## src/psr_regs.svh

```systemverilog
// timing constants for the pseudo static ram controller
// Function
// RULE_01: device latches all address bits at chip select fall; host holds them.
// RULE_02: write data is stored at earlier strobe rise; host sets up 30 ns.
// RULE_03: device drives data only in a read; host releases lines then.
// RULE_04: host spaces random read or write cycles at least 230 ns apart.
// RULE_05: host allows at least 290 ns for a read-modify-write cycle.
// RULE_06: host keeps write strobe low 70 ns from chip select fall.
// RULE_07: refresh kind is chosen by pulse width while chip select is high.
// RULE_08: auto refresh pulse lasts 80 ns to 8000 ns.
// RULE_09: refresh low for 8000 ns or more with select high means self refresh.
// RULE_10: host starts auto refresh pulses at least 230 ns apart.
// RULE_11: host waits 80 ns after chip select rise before lowering refresh.
// RULE_12: host delays chip select 300 ns after leaving self refresh.
// RULE_13: host issues 2048 refreshes every 32 ms outside self refresh.
// RULE_14: device counts refresh rows itself for auto and self refresh.
// RULE_15: device paces self refresh with its own timer.
// RULE_16: host holds chip select high 100 us after power-up.
// RULE_17: select cycle with output enable and strobe high only refreshes a row.
`ifndef PSR_REGS_SVH
`define PSR_REGS_SVH
`define PSR_CLK_NS    8
`define PSR_CYC(t)    (((t) + `PSR_CLK_NS - 1) / `PSR_CLK_NS)
`define PSR_T_CE_NS   150
`define PSR_T_RC_NS   230
`define PSR_T_RMW_NS  290
`define PSR_T_P_NS    80
`define PSR_T_CWL_NS  35
`define PSR_T_WP_NS   35
`define PSR_T_OHZ_NS  30
`define PSR_T_WCH_NS  70
`define PSR_T_FAP_NS  80
`define PSR_T_FC_NS   230
`define PSR_T_RFD_NS  80
`define PSR_T_FAS_NS  8000
`define PSR_T_FRS_NS  300
`define PSR_T_INIT_US 100
`define PSR_T_REF_MS  32
`define PSR_REF_ROWS  2048
`define PSR_SYNC_CYC  2
`define PSR_CE_CYC    `PSR_CYC(`PSR_T_CE_NS)
`define PSR_RC_CYC    `PSR_CYC(`PSR_T_RC_NS)
`define PSR_RMW_CYC   `PSR_CYC(`PSR_T_RMW_NS)
`define PSR_PRE_CYC   (`PSR_RC_CYC - `PSR_CE_CYC)
`define PSR_CWL_CYC   `PSR_CYC(`PSR_T_CWL_NS)
`define PSR_WP_CYC    `PSR_CYC(`PSR_T_WP_NS)
`define PSR_OHZ_CYC   `PSR_CYC(`PSR_T_OHZ_NS)
`define PSR_WCH_CYC   `PSR_CYC(`PSR_T_WCH_NS)
`define PSR_FAP_CYC   `PSR_CYC(`PSR_T_FAP_NS)
`define PSR_FC_CYC    `PSR_CYC(`PSR_T_FC_NS)
`define PSR_RFD_CYC   `PSR_CYC(`PSR_T_RFD_NS)
`define PSR_FAS_CYC   `PSR_CYC(`PSR_T_FAS_NS)
`define PSR_FRS_CYC   `PSR_CYC(`PSR_T_FRS_NS)
`define PSR_RD_LAST   (`PSR_CE_CYC + `PSR_SYNC_CYC + 1)
`define PSR_INIT_CYC  `PSR_CYC(`PSR_T_INIT_US * 1000)
`define PSR_REF_INT   ((`PSR_T_REF_MS * 1000000 / `PSR_REF_ROWS) / `PSR_CLK_NS)
`endif
```

## src/psr_pkg.sv

```systemverilog
// types for the pseudo static ram controller
package psr_pkg;
  typedef enum logic [1:0] {OP_READ, OP_WRITE, OP_RMW, OP_NONE} psr_op_t;
  typedef enum logic [3:0] {
    ST_INIT, ST_IDLE, ST_RD, ST_WR, ST_RMW, ST_PRE,
    ST_REF_LO, ST_REF_HI, ST_SELF, ST_SELF_EXIT
  } psr_state_t;
endpackage

```

## src/psr_ctrl.sv

```systemverilog
// host-side access and refresh controller for a byte-wide pseudo static ram
`timescale 1ns/1ns
`include "psr_regs.svh"
module psr_ctrl #(
  parameter int INIT_CYC = `PSR_INIT_CYC
) (
  input  wire logic             core_clk,
  input  wire logic             rst_n,
  input  wire logic             req_valid,
  output logic                  req_ready,
  input  wire psr_pkg::psr_op_t req_op,
  input  wire logic [18:0]      req_addr,
  input  wire logic [7:0]       req_wdata,
  output logic                  rsp_valid,
  output logic [7:0]            rsp_rdata,
  input  wire logic             sleep_req,
  output logic                  sleep_active,
  output logic                  init_done,
  output logic                  chip_select_n,
  output logic                  output_enable_refresh_n,
  output logic                  read_write,
  output logic [18:0]           addr_lines,
  output logic [7:0]            data_lines_o,
  output logic                  data_lines_oe_n,
  input  wire logic [7:0]       data_lines_i
);
  localparam int CNT_W = 14;

  function automatic logic at_cnt(input logic [CNT_W-1:0] c, input int n);
    return c == CNT_W'(n - 1);
  endfunction

  // package states under short local names
  localparam psr_pkg::psr_state_t ST_INIT      = psr_pkg::ST_INIT;
  localparam psr_pkg::psr_state_t ST_IDLE      = psr_pkg::ST_IDLE;
  localparam psr_pkg::psr_state_t ST_RD        = psr_pkg::ST_RD;
  localparam psr_pkg::psr_state_t ST_WR        = psr_pkg::ST_WR;
  localparam psr_pkg::psr_state_t ST_RMW       = psr_pkg::ST_RMW;
  localparam psr_pkg::psr_state_t ST_PRE       = psr_pkg::ST_PRE;
  localparam psr_pkg::psr_state_t ST_REF_LO    = psr_pkg::ST_REF_LO;
  localparam psr_pkg::psr_state_t ST_REF_HI    = psr_pkg::ST_REF_HI;
  localparam psr_pkg::psr_state_t ST_SELF      = psr_pkg::ST_SELF;
  localparam psr_pkg::psr_state_t ST_SELF_EXIT = psr_pkg::ST_SELF_EXIT;

  psr_pkg::psr_state_t state_reg, state_next;
  logic [CNT_W-1:0] cnt_reg, cnt_next;
  logic [10:0]      tmr_reg, tmr_next;
  logic             pend_reg, pend_next;
  logic             ce_n_reg, ce_n_next;
  logic             oe_n_reg, oe_n_next;
  logic             rw_reg, rw_next;
  logic [18:0]      addr_reg, addr_next;
  logic [7:0]       dout_reg, dout_next;
  logic             doe_n_reg, doe_n_next;
  logic [7:0]       rdata_reg, rdata_next;
  logic             rsp_reg, rsp_next;
  logic [7:0]       sync1_reg, sync2_reg;
  logic             tmr_hit;
  logic             pend_clr;

  // pins are async to us: two flops before use
  always_ff @(posedge core_clk or negedge rst_n) begin
    if (!rst_n) begin
      sync1_reg <= 8'h00;
      sync2_reg <= 8'h00;
    end else begin
      sync1_reg <= data_lines_i;
      sync2_reg <= sync1_reg;
    end
  end

  always_comb begin
    state_next = state_reg;
    cnt_next   = cnt_reg + CNT_W'(1);
    ce_n_next  = ce_n_reg;
    oe_n_next  = oe_n_reg;
    rw_next    = rw_reg;
    addr_next  = addr_reg;
    dout_next  = dout_reg;
    doe_n_next = doe_n_reg;
    rdata_next = rdata_reg;
    rsp_next   = 1'b0;
    pend_clr   = 1'b0;
    case (state_reg)
      ST_INIT: begin
        // RULE_16: initial pause
        if (at_cnt(cnt_reg, INIT_CYC)) begin
          state_next = ST_IDLE;
          cnt_next   = '0;
        end
      end
      ST_IDLE: begin
        cnt_next = '0;
        // RULE_13: refresh wins over access
        if (pend_reg) begin
          state_next = ST_REF_LO;
          oe_n_next  = 1'b0;
          pend_clr   = 1'b1;
        end else if (sleep_req) begin
          state_next = ST_SELF;
          oe_n_next  = 1'b0;
        end else if (req_valid && req_op != psr_pkg::OP_NONE) begin
          // RULE_01: address held whole select low
          ce_n_next  = 1'b0;
          addr_next  = req_addr;
          dout_next  = req_wdata;
          if (req_op == psr_pkg::OP_WRITE) begin
            // RULE_06: strobe low from select fall
            state_next = ST_WR;
            rw_next    = 1'b0;
            doe_n_next = 1'b0;
          end else begin
            state_next = (req_op == psr_pkg::OP_RMW) ? ST_RMW : ST_RD;
            oe_n_next  = 1'b0;
          end
        end
      end
      ST_RD: begin
        if (at_cnt(cnt_reg, `PSR_RD_LAST)) begin
          rdata_next = sync2_reg;
          rsp_next   = 1'b1;
          ce_n_next  = 1'b1;
          oe_n_next  = 1'b1;
          state_next = ST_PRE;
          cnt_next   = '0;
        end
      end
      ST_WR: begin
        // RULE_02: strobe rises with data held since select fall
        if (at_cnt(cnt_reg, `PSR_CE_CYC - `PSR_CWL_CYC)) begin
          rw_next = 1'b1;
        end
        if (at_cnt(cnt_reg, `PSR_CE_CYC)) begin
          ce_n_next  = 1'b1;
          doe_n_next = 1'b1;
          rsp_next   = 1'b1;
          state_next = ST_PRE;
          cnt_next   = '0;
        end
      end
      ST_RMW: begin
        if (at_cnt(cnt_reg, `PSR_RD_LAST)) begin
          rdata_next = sync2_reg;
          oe_n_next  = 1'b1;
        end
        // RULE_03: drive only after device output released
        if (at_cnt(cnt_reg, `PSR_RD_LAST + `PSR_OHZ_CYC)) begin
          rw_next    = 1'b0;
          doe_n_next = 1'b0;
        end
        if (at_cnt(cnt_reg, `PSR_RD_LAST + `PSR_OHZ_CYC + `PSR_WP_CYC)) begin
          rw_next = 1'b1;
        end
        // RULE_05: full rmw cycle length
        if (at_cnt(cnt_reg, `PSR_RD_LAST + `PSR_OHZ_CYC + `PSR_WP_CYC + `PSR_CWL_CYC)) begin
          ce_n_next  = 1'b1;
          doe_n_next = 1'b1;
          rsp_next   = 1'b1;
          state_next = ST_PRE;
          cnt_next   = '0;
        end
      end
      ST_PRE: begin
        // RULE_04: precharge completes the cycle time
        // RULE_11: also covers refresh delay after select rise
        if (at_cnt(cnt_reg, `PSR_PRE_CYC)) begin
          state_next = ST_IDLE;
          cnt_next   = '0;
        end
      end
      ST_REF_LO: begin
        // RULE_08: short pulse is an auto refresh
        if (at_cnt(cnt_reg, `PSR_FAP_CYC)) begin
          oe_n_next  = 1'b1;
          state_next = ST_REF_HI;
          cnt_next   = '0;
        end
      end
      ST_REF_HI: begin
        // RULE_10: pulse starts spaced by cycle time
        if (at_cnt(cnt_reg, `PSR_FC_CYC - `PSR_FAP_CYC)) begin
          state_next = ST_IDLE;
          cnt_next   = '0;
        end
      end
      ST_SELF: begin
        // RULE_09: long low pulse, select high
        // RULE_15: device paces itself, no pulses sent
        if (cnt_reg >= CNT_W'(`PSR_FAS_CYC - 1)) begin
          cnt_next = cnt_reg;
          if (!sleep_req) begin
            oe_n_next  = 1'b1;
            state_next = ST_SELF_EXIT;
            cnt_next   = '0;
          end
        end
      end
      ST_SELF_EXIT: begin
        // RULE_12: recovery before next select
        if (at_cnt(cnt_reg, `PSR_FRS_CYC)) begin
          state_next = ST_IDLE;
          cnt_next   = '0;
        end
      end
      default: begin
        state_next = ST_INIT;
        cnt_next   = '0;
      end
    endcase
  end

  // refresh timer; a tick beats a same-cycle clear so none is lost
  always_comb begin
    tmr_hit   = tmr_reg == 11'(`PSR_REF_INT - 1);
    tmr_next  = tmr_hit ? 11'h000 : tmr_reg + 11'h001;
    pend_next = tmr_hit | (pend_reg & ~pend_clr);
    // RULE_13: no host refresh duty while self refreshing
    if (state_reg == ST_SELF || state_reg == ST_SELF_EXIT || state_reg == ST_INIT) begin
      tmr_next  = 11'h000;
      pend_next = 1'b0;
    end
  end

  always_ff @(posedge core_clk or negedge rst_n) begin
    if (!rst_n) begin
      state_reg <= ST_INIT;
      cnt_reg   <= '0;
      tmr_reg   <= 11'h000;
      pend_reg  <= 1'b0;
      ce_n_reg  <= 1'b1;
      oe_n_reg  <= 1'b1;
      rw_reg    <= 1'b1;
      addr_reg  <= 19'h00000;
      dout_reg  <= 8'h00;
      doe_n_reg <= 1'b1;
      rdata_reg <= 8'h00;
      rsp_reg   <= 1'b0;
    end else begin
      state_reg <= state_next;
      cnt_reg   <= cnt_next;
      tmr_reg   <= tmr_next;
      pend_reg  <= pend_next;
      ce_n_reg  <= ce_n_next;
      oe_n_reg  <= oe_n_next;
      rw_reg    <= rw_next;
      addr_reg  <= addr_next;
      dout_reg  <= dout_next;
      doe_n_reg <= doe_n_next;
      rdata_reg <= rdata_next;
      rsp_reg   <= rsp_next;
    end
  end

  assign req_ready = (state_reg == ST_IDLE) && !pend_reg && !sleep_req;
  assign rsp_valid = rsp_reg;
  assign rsp_rdata = rdata_reg;
  assign sleep_active = (state_reg == ST_SELF);
  assign init_done = (state_reg != ST_INIT);
  assign chip_select_n = ce_n_reg;
  assign output_enable_refresh_n = oe_n_reg;
  assign read_write = rw_reg;
  assign addr_lines = addr_reg;
  assign data_lines_o = dout_reg;
  assign data_lines_oe_n = doe_n_reg;

  // helper counters seen only by the checks below
  logic [9:0] lo_cnt, hi_cnt, fall_cnt, rlo_cnt;
  always_ff @(posedge core_clk or negedge rst_n) begin
    if (!rst_n) begin
      lo_cnt   <= 10'h000;
      hi_cnt   <= 10'h3ff;
      fall_cnt <= 10'h3ff;
      rlo_cnt  <= 10'h000;
    end else begin
      lo_cnt   <= ce_n_reg ? 10'h000 : lo_cnt + 10'(lo_cnt != 10'h3ff);
      hi_cnt   <= !ce_n_reg ? 10'h000 : hi_cnt + 10'(hi_cnt != 10'h3ff);
      fall_cnt <= (ce_n_next == 1'b0 && ce_n_reg) ? 10'h000
                : fall_cnt + 10'(fall_cnt != 10'h3ff);
      rlo_cnt  <= (oe_n_reg || !ce_n_reg) ? 10'h000 : rlo_cnt + 10'(rlo_cnt != 10'h3ff);
    end
  end
endmodule // psr_ctrl

```

## config.mk

```make
export PLATFORM = sky130hd
export DESIGN_NAME = psr_ctrl
export DESIGN_NICKNAME = d
export VERILOG_FILES = /design/src/psr_pkg.sv /design/src/psr_ctrl.sv
export VERILOG_INCLUDE_DIRS = /design/src /design/src/src
export SDC_FILE = /design/constraint.sdc
export NUM_CORES = 1
export LEC_CHECK = 0
export BUFFER_PORTS_ARGS = -buffer_cell sky130_fd_sc_hd__buf_2
export CORE_UTILIZATION = 37
export DETAILED_ROUTE_END_ITERATION = 8
export HOLD_SLACK_MARGIN = 0.03
export PLACE_DENSITY = 0.57
export SLEW_MARGIN = 40
export SYNTH_ARGS = -nofsm -noshare
export SYNTH_HDL_FRONTEND = slang
export SYNTH_SLANG_ARGS = --single-unit
```

## constraint.sdc

```tcl
create_clock -name core_clk -period 3.24 [get_ports core_clk]
set_input_delay 0.324 -clock core_clk [delete_from_list [all_inputs] [get_ports core_clk]]
set_output_delay 0.324 -clock core_clk [all_outputs]
set_load 0.01 [all_outputs]
```

# After elaboration in Yosys (flattened, before gate mapping)

Index checks and enable logic that the tools add are counted.
Widths: inputs -> output; s select.

Input bits: 41
Bits in registers: 86
Word-level logic and storage cells: 146
Output and inout port bits: 43

Add/subtract/negate cells: 2
Reductions and logical operators: 22
Muxes and demuxes: 59
Eq/ne operators: 43
$lt $le $gt $ge: 1
Bitwise logic cells: 5

Operators by type and width:

| kind                  | number |
|---|---|
| $mux 14               | 8 |
| $pmux 14 s7           | 1 |
| $eq 14x5->1 const B   | 4 |
| $mux 4                | 13 |
| $pmux 4 s10           | 1 |
| $ne 2x2->1 const B    | 15 |
| $eq 14x4->1 const B   | 2 |
| $eq 14x6->1 const B   | 2 |
| $reduce_and 7->1      | 4 |
| $mux 1                | 27 |
| $mux 11               | 2 |
| $eq 4x3->1 const B    | 4 |
| $add 14x1->14 const B | 1 |
| $eq 14x14->1 const B  | 1 |
| $ge 14x10->1 const B  | 1 |
| $reduce_bool 4->1     | 3 |
| $add 11x1->11 const B | 1 |
| $eq 11x11->1 const B  | 1 |
| $reduce_and 11->1     | 1 |
| $ne 3x3->1 const B    | 3 |
| $pmux 1 s3            | 3 |
| $eq 4x2->1 const B    | 2 |
| $eq 4x4->1 const B    | 2 |
| $ne 4x4->1 const B    | 2 |
| 17 further kinds      | 28 |

# Longest topological paths before layout

Depth after elaboration: 7
Depth in mapped cells: 9
Mapped depth without buffers: 8

# Least setup slack after synthesis

Ideal clock, no wire load.

Path kind: flip-flop to flip-flop
Start: register, netlist name cnt_reg[1]
End: register addr_reg[10] (netlist: addr_lines[10])
Data required time: 3115 ps
Buffers on the path: 1
Path slack: 446 ps
Setup time: 125 ps
Stages on the path, launching flop included: 9
Arrival: 2669 ps
Clock period less this slack: 2794 ps
Path through: dfrtp_1 ha_1 or3b_2 or4b_4 a2bb2oi_2 nand2_1 nor3_4 buf_6 mux2_4

RTL lines:

| item                   | line            | text |
|---|---|---|
| end signal: assignment | psr_ctrl.sv:246 | `addr_reg <= addr_next;` |
| end: declaration       | psr_ctrl.sv:52  | `logic [18:0] addr_reg, addr_next;` |

==> reports/results.ini <==
[critical_path]
crit_path_start = cnt_reg[0]$_DFFE_PN0P_
cpPeakStageDelay_ns = 0.51
criticalPathCategory = flop to flop
arrival_ns = 3.13
cp-end-kind = flop
crit_chain = ha_1 > or3b_2 > or4b_4 > a2bb2oi_2 > nand2_1 > nor3_4 > buf_12 > mux2_2
r2r_start = cnt_reg[0]$_DFFE_PN0P_
critPathTopFamily = simple AND/OR/NAND/NOR gates
cp_data_required_time_ns = 3.49
crit_slowest_cell = or4b_4
crit_buf_inv = 1
crit_fanout = 28
cp-start-kind = flop

[global_route]
grt_usage_pct = 17.1
grt_pass1_vias = 3194
grt_pass1_wl_um = 15500
antenna_found_initial = 0
grt-ovfl-total = 0
grt_max_degree = 34

[synth]
synthTopCellsByArea = dfrtp_1 (49%), mux2_2 (5.4%), nand2_1 (4.1%)
synth_compound_area_share_pct = 9.28
ys_warn_count = 0
synthDistinctLibCells = 60
synth-async-reset-ratio_pct = 100
synth_nets = 435
synthCells = 389
synth_top_area_share_pct = 49.3
synth-edff-count = 0
synth_ff_type = dfrtp_1
synth.cell_area_um2 = 4170
yosys.area_share.simple_pct = 20.6
synth_xor_area_share_pct = 2.10
synthAdderAreaFrac_pct = 1.50
avgSynthCellArea_um2 = 10.7
synth_top_area_cell = dfrtp_1
postSynthRegisterBits = 86
ys_seq_area_share_pct = 51.8
synth_mux_area_share_pct = 11.4
synth_top_family_by_area = simple AND/OR/NAND/NOR gates

[drt]
detail_route.iter0.violations = 129
via_count = 3193
drc = 0
routed_via_density = 5.14
routed_wl_um = 8920
wire_per_inst_um = 14.4
ant_nets = 0
drtPass1Iterations = 4

[power_and_ir_drop]
powerDensity_nw_per_um2 = 774
p_leak_uw = 0.00238
vdd_ir_drop_max_v = 0.000383

[clock_network]
cts_buffers = 9
cts.sink_count = 86
cts.clk_slew.worst_paths_ns = 0.09
clock-root-buffer = clkbuf_8
cts_tree = done
cts_buffer_depth = 2
clk_latency_ns = 0.36
htree_levels = 3

[final_layout]
fill_cells = 1037
drive_above_1_share_pct = 33.1
instances_no_fill = 621
layout.nets = 522
largest_reg_flops = 19
antenna_cells = 0
synthToLayoutAreaGrowth_pct = 20.1
final_cell_mix = dfrtp_1 (82), buf_2 (82), nand2_1 (45)

[run_status]
run_status = completed

[placement]
post-place-cells = 604
post-dp-hpwl_um = 6370
routabilityCongestion = 0.889
port_buffers = 83
dp_slack_ns = 0.379

[die]
coreArea_um2 = 10900
fp.dieH_um = 108
initial_utilization_pct = 38.3
fp.dieW_um = 108
dieArea_um2 = 11700
io_pins = 84
row_count = 38

[sta]
clock.fmax_mhz = 347
min_period_ns = 2.88
setup-tns-final_ns = 0
clock_skew_ns = 0.00804
drv_slew = 0
tightest_slew_ns = 0.682
post-route-period-util_pct = 88.9
rsz0062_at_grt = no
relSlewSlack_pct = 54.1
timing.final.ws_setup_ns = 0.360
setup_viol = 0
hold_viol_final = 0

[hold_path]
hold_class = input port to flop
hp-start = data_lines_i[3]

[flow_run]
maxCapViolCount = 0

==> report_power, final <==
group | switching, uW | internal (uW) | leakage, uW
Combinational | 756 | 710 | 0.00119
Sequential | 207 | 1340 | 0.00108
Clock | 412 | 446 | 0.000114
==> cell type report <==
class	instances	area [um^2]	area share, %
flip-flops and latches	86	2160	43.1
clock inverters	7	104	2.08
repair buffers	96	531	10.6
well taps	140	175	3.50
multi-input cells	273	1880	37.5
inverters	10	37.5	0.750
clock buffers	9	124	2.48
==> cell families (layout without fill, tap and decap cells) <==
family                   Yosys count  in the layout
flip-flops                        86             86
buffers and inverters             30            122
AND/OR/NAND/NOR                  162            162
AO/OA/AOI/OAI                     57             57
adder cells (fa/ha/maj)            5              5
XOR/XNOR                          10             10
multiplexers                      39             39
==> metal layers <==
metal	GRT usage [%]	vias to the layer above	share of wire, %
met5	0	-	0
met4	9.00	0	2.0
met3	2.83	14	5.0
met2	26.3	101	46
met1	23.0	1522	47
li1	-	1556	-
==> worst reg2reg max path, stage by stage, from the launching register on <==
cell,delay (ns)
dfrtp_1,0.41
ha_1,0.28
or3b_2,0.49
or4b_4,0.51
a2bb2oi_2,0.17
nand2_1,0.11
nor3_4,0.16
buf_12,0.23
mux2_2,0.40
==> final timing paths <==
kind / endpoint / slack, ns / depth (start not counted)
worst max-delay path: data_lines_o[6]$_DFFE_PN0P_ / 0.36 / 8
worst min-delay path: sync1_reg[3]$_DFF_PN0_ / 0.06 / 1
worst max register to register: data_lines_o[6]$_DFFE_PN0P_ / 0.36 / 8
worst min register to register: sync2_reg[6]$_DFF_PN0_ / 0.36 / 0
max in group asynchronous: tmr_reg[0]$_DFF_PN0_ / 2.10 / 3
min in group asynchronous: cnt_reg[6]$_DFFE_PN0P_ / 0.44 / 2
==> per-stage QoR <==
stage | area (um^2) | power, uW | util, % | hold WS [ns]
5_1_grt | 5000 | 4160 | 46.0 | 0.0337
2_1_floorplan | 4170 | 2520 | - | 0.0284
4_1_cts | 5000 | 3920 | 45.9 | 0.0395
3_3_place_gp | 4760 | 3000 | 43.7 | 0.292
6_report | 5000 | 3870 | 46.0 | 0.0618
3_5_place_dp | 4760 | 3040 | 43.7 | 0.295
==> repair_timing <==
action                                  CTS  global route
endpoints found under the setup margin    0             0
setup buffers                             0             0
hold endpoints to repair                 30             0
hold buffers                              1             0
resized for setup                         0             0
==> Yosys cell counts, types with 5 or more instances <==
library cell	n
dfrtp_1	82
nand2_1	45
nor2_1	36
mux2_2	20
clkbuf_1	16
nand3_1	14
o21ai_0	11
a21oi_1	10
inv_1	10
mux2_4	10
mux2_1	9
nor3_1	8
nor2b_1	7
o22ai_1	7
xor2_1	7
and2_1	5
and3_1	5
ha_1	5
nand4_1	5
Note: power is estimated with default switching activity, not from simulation.
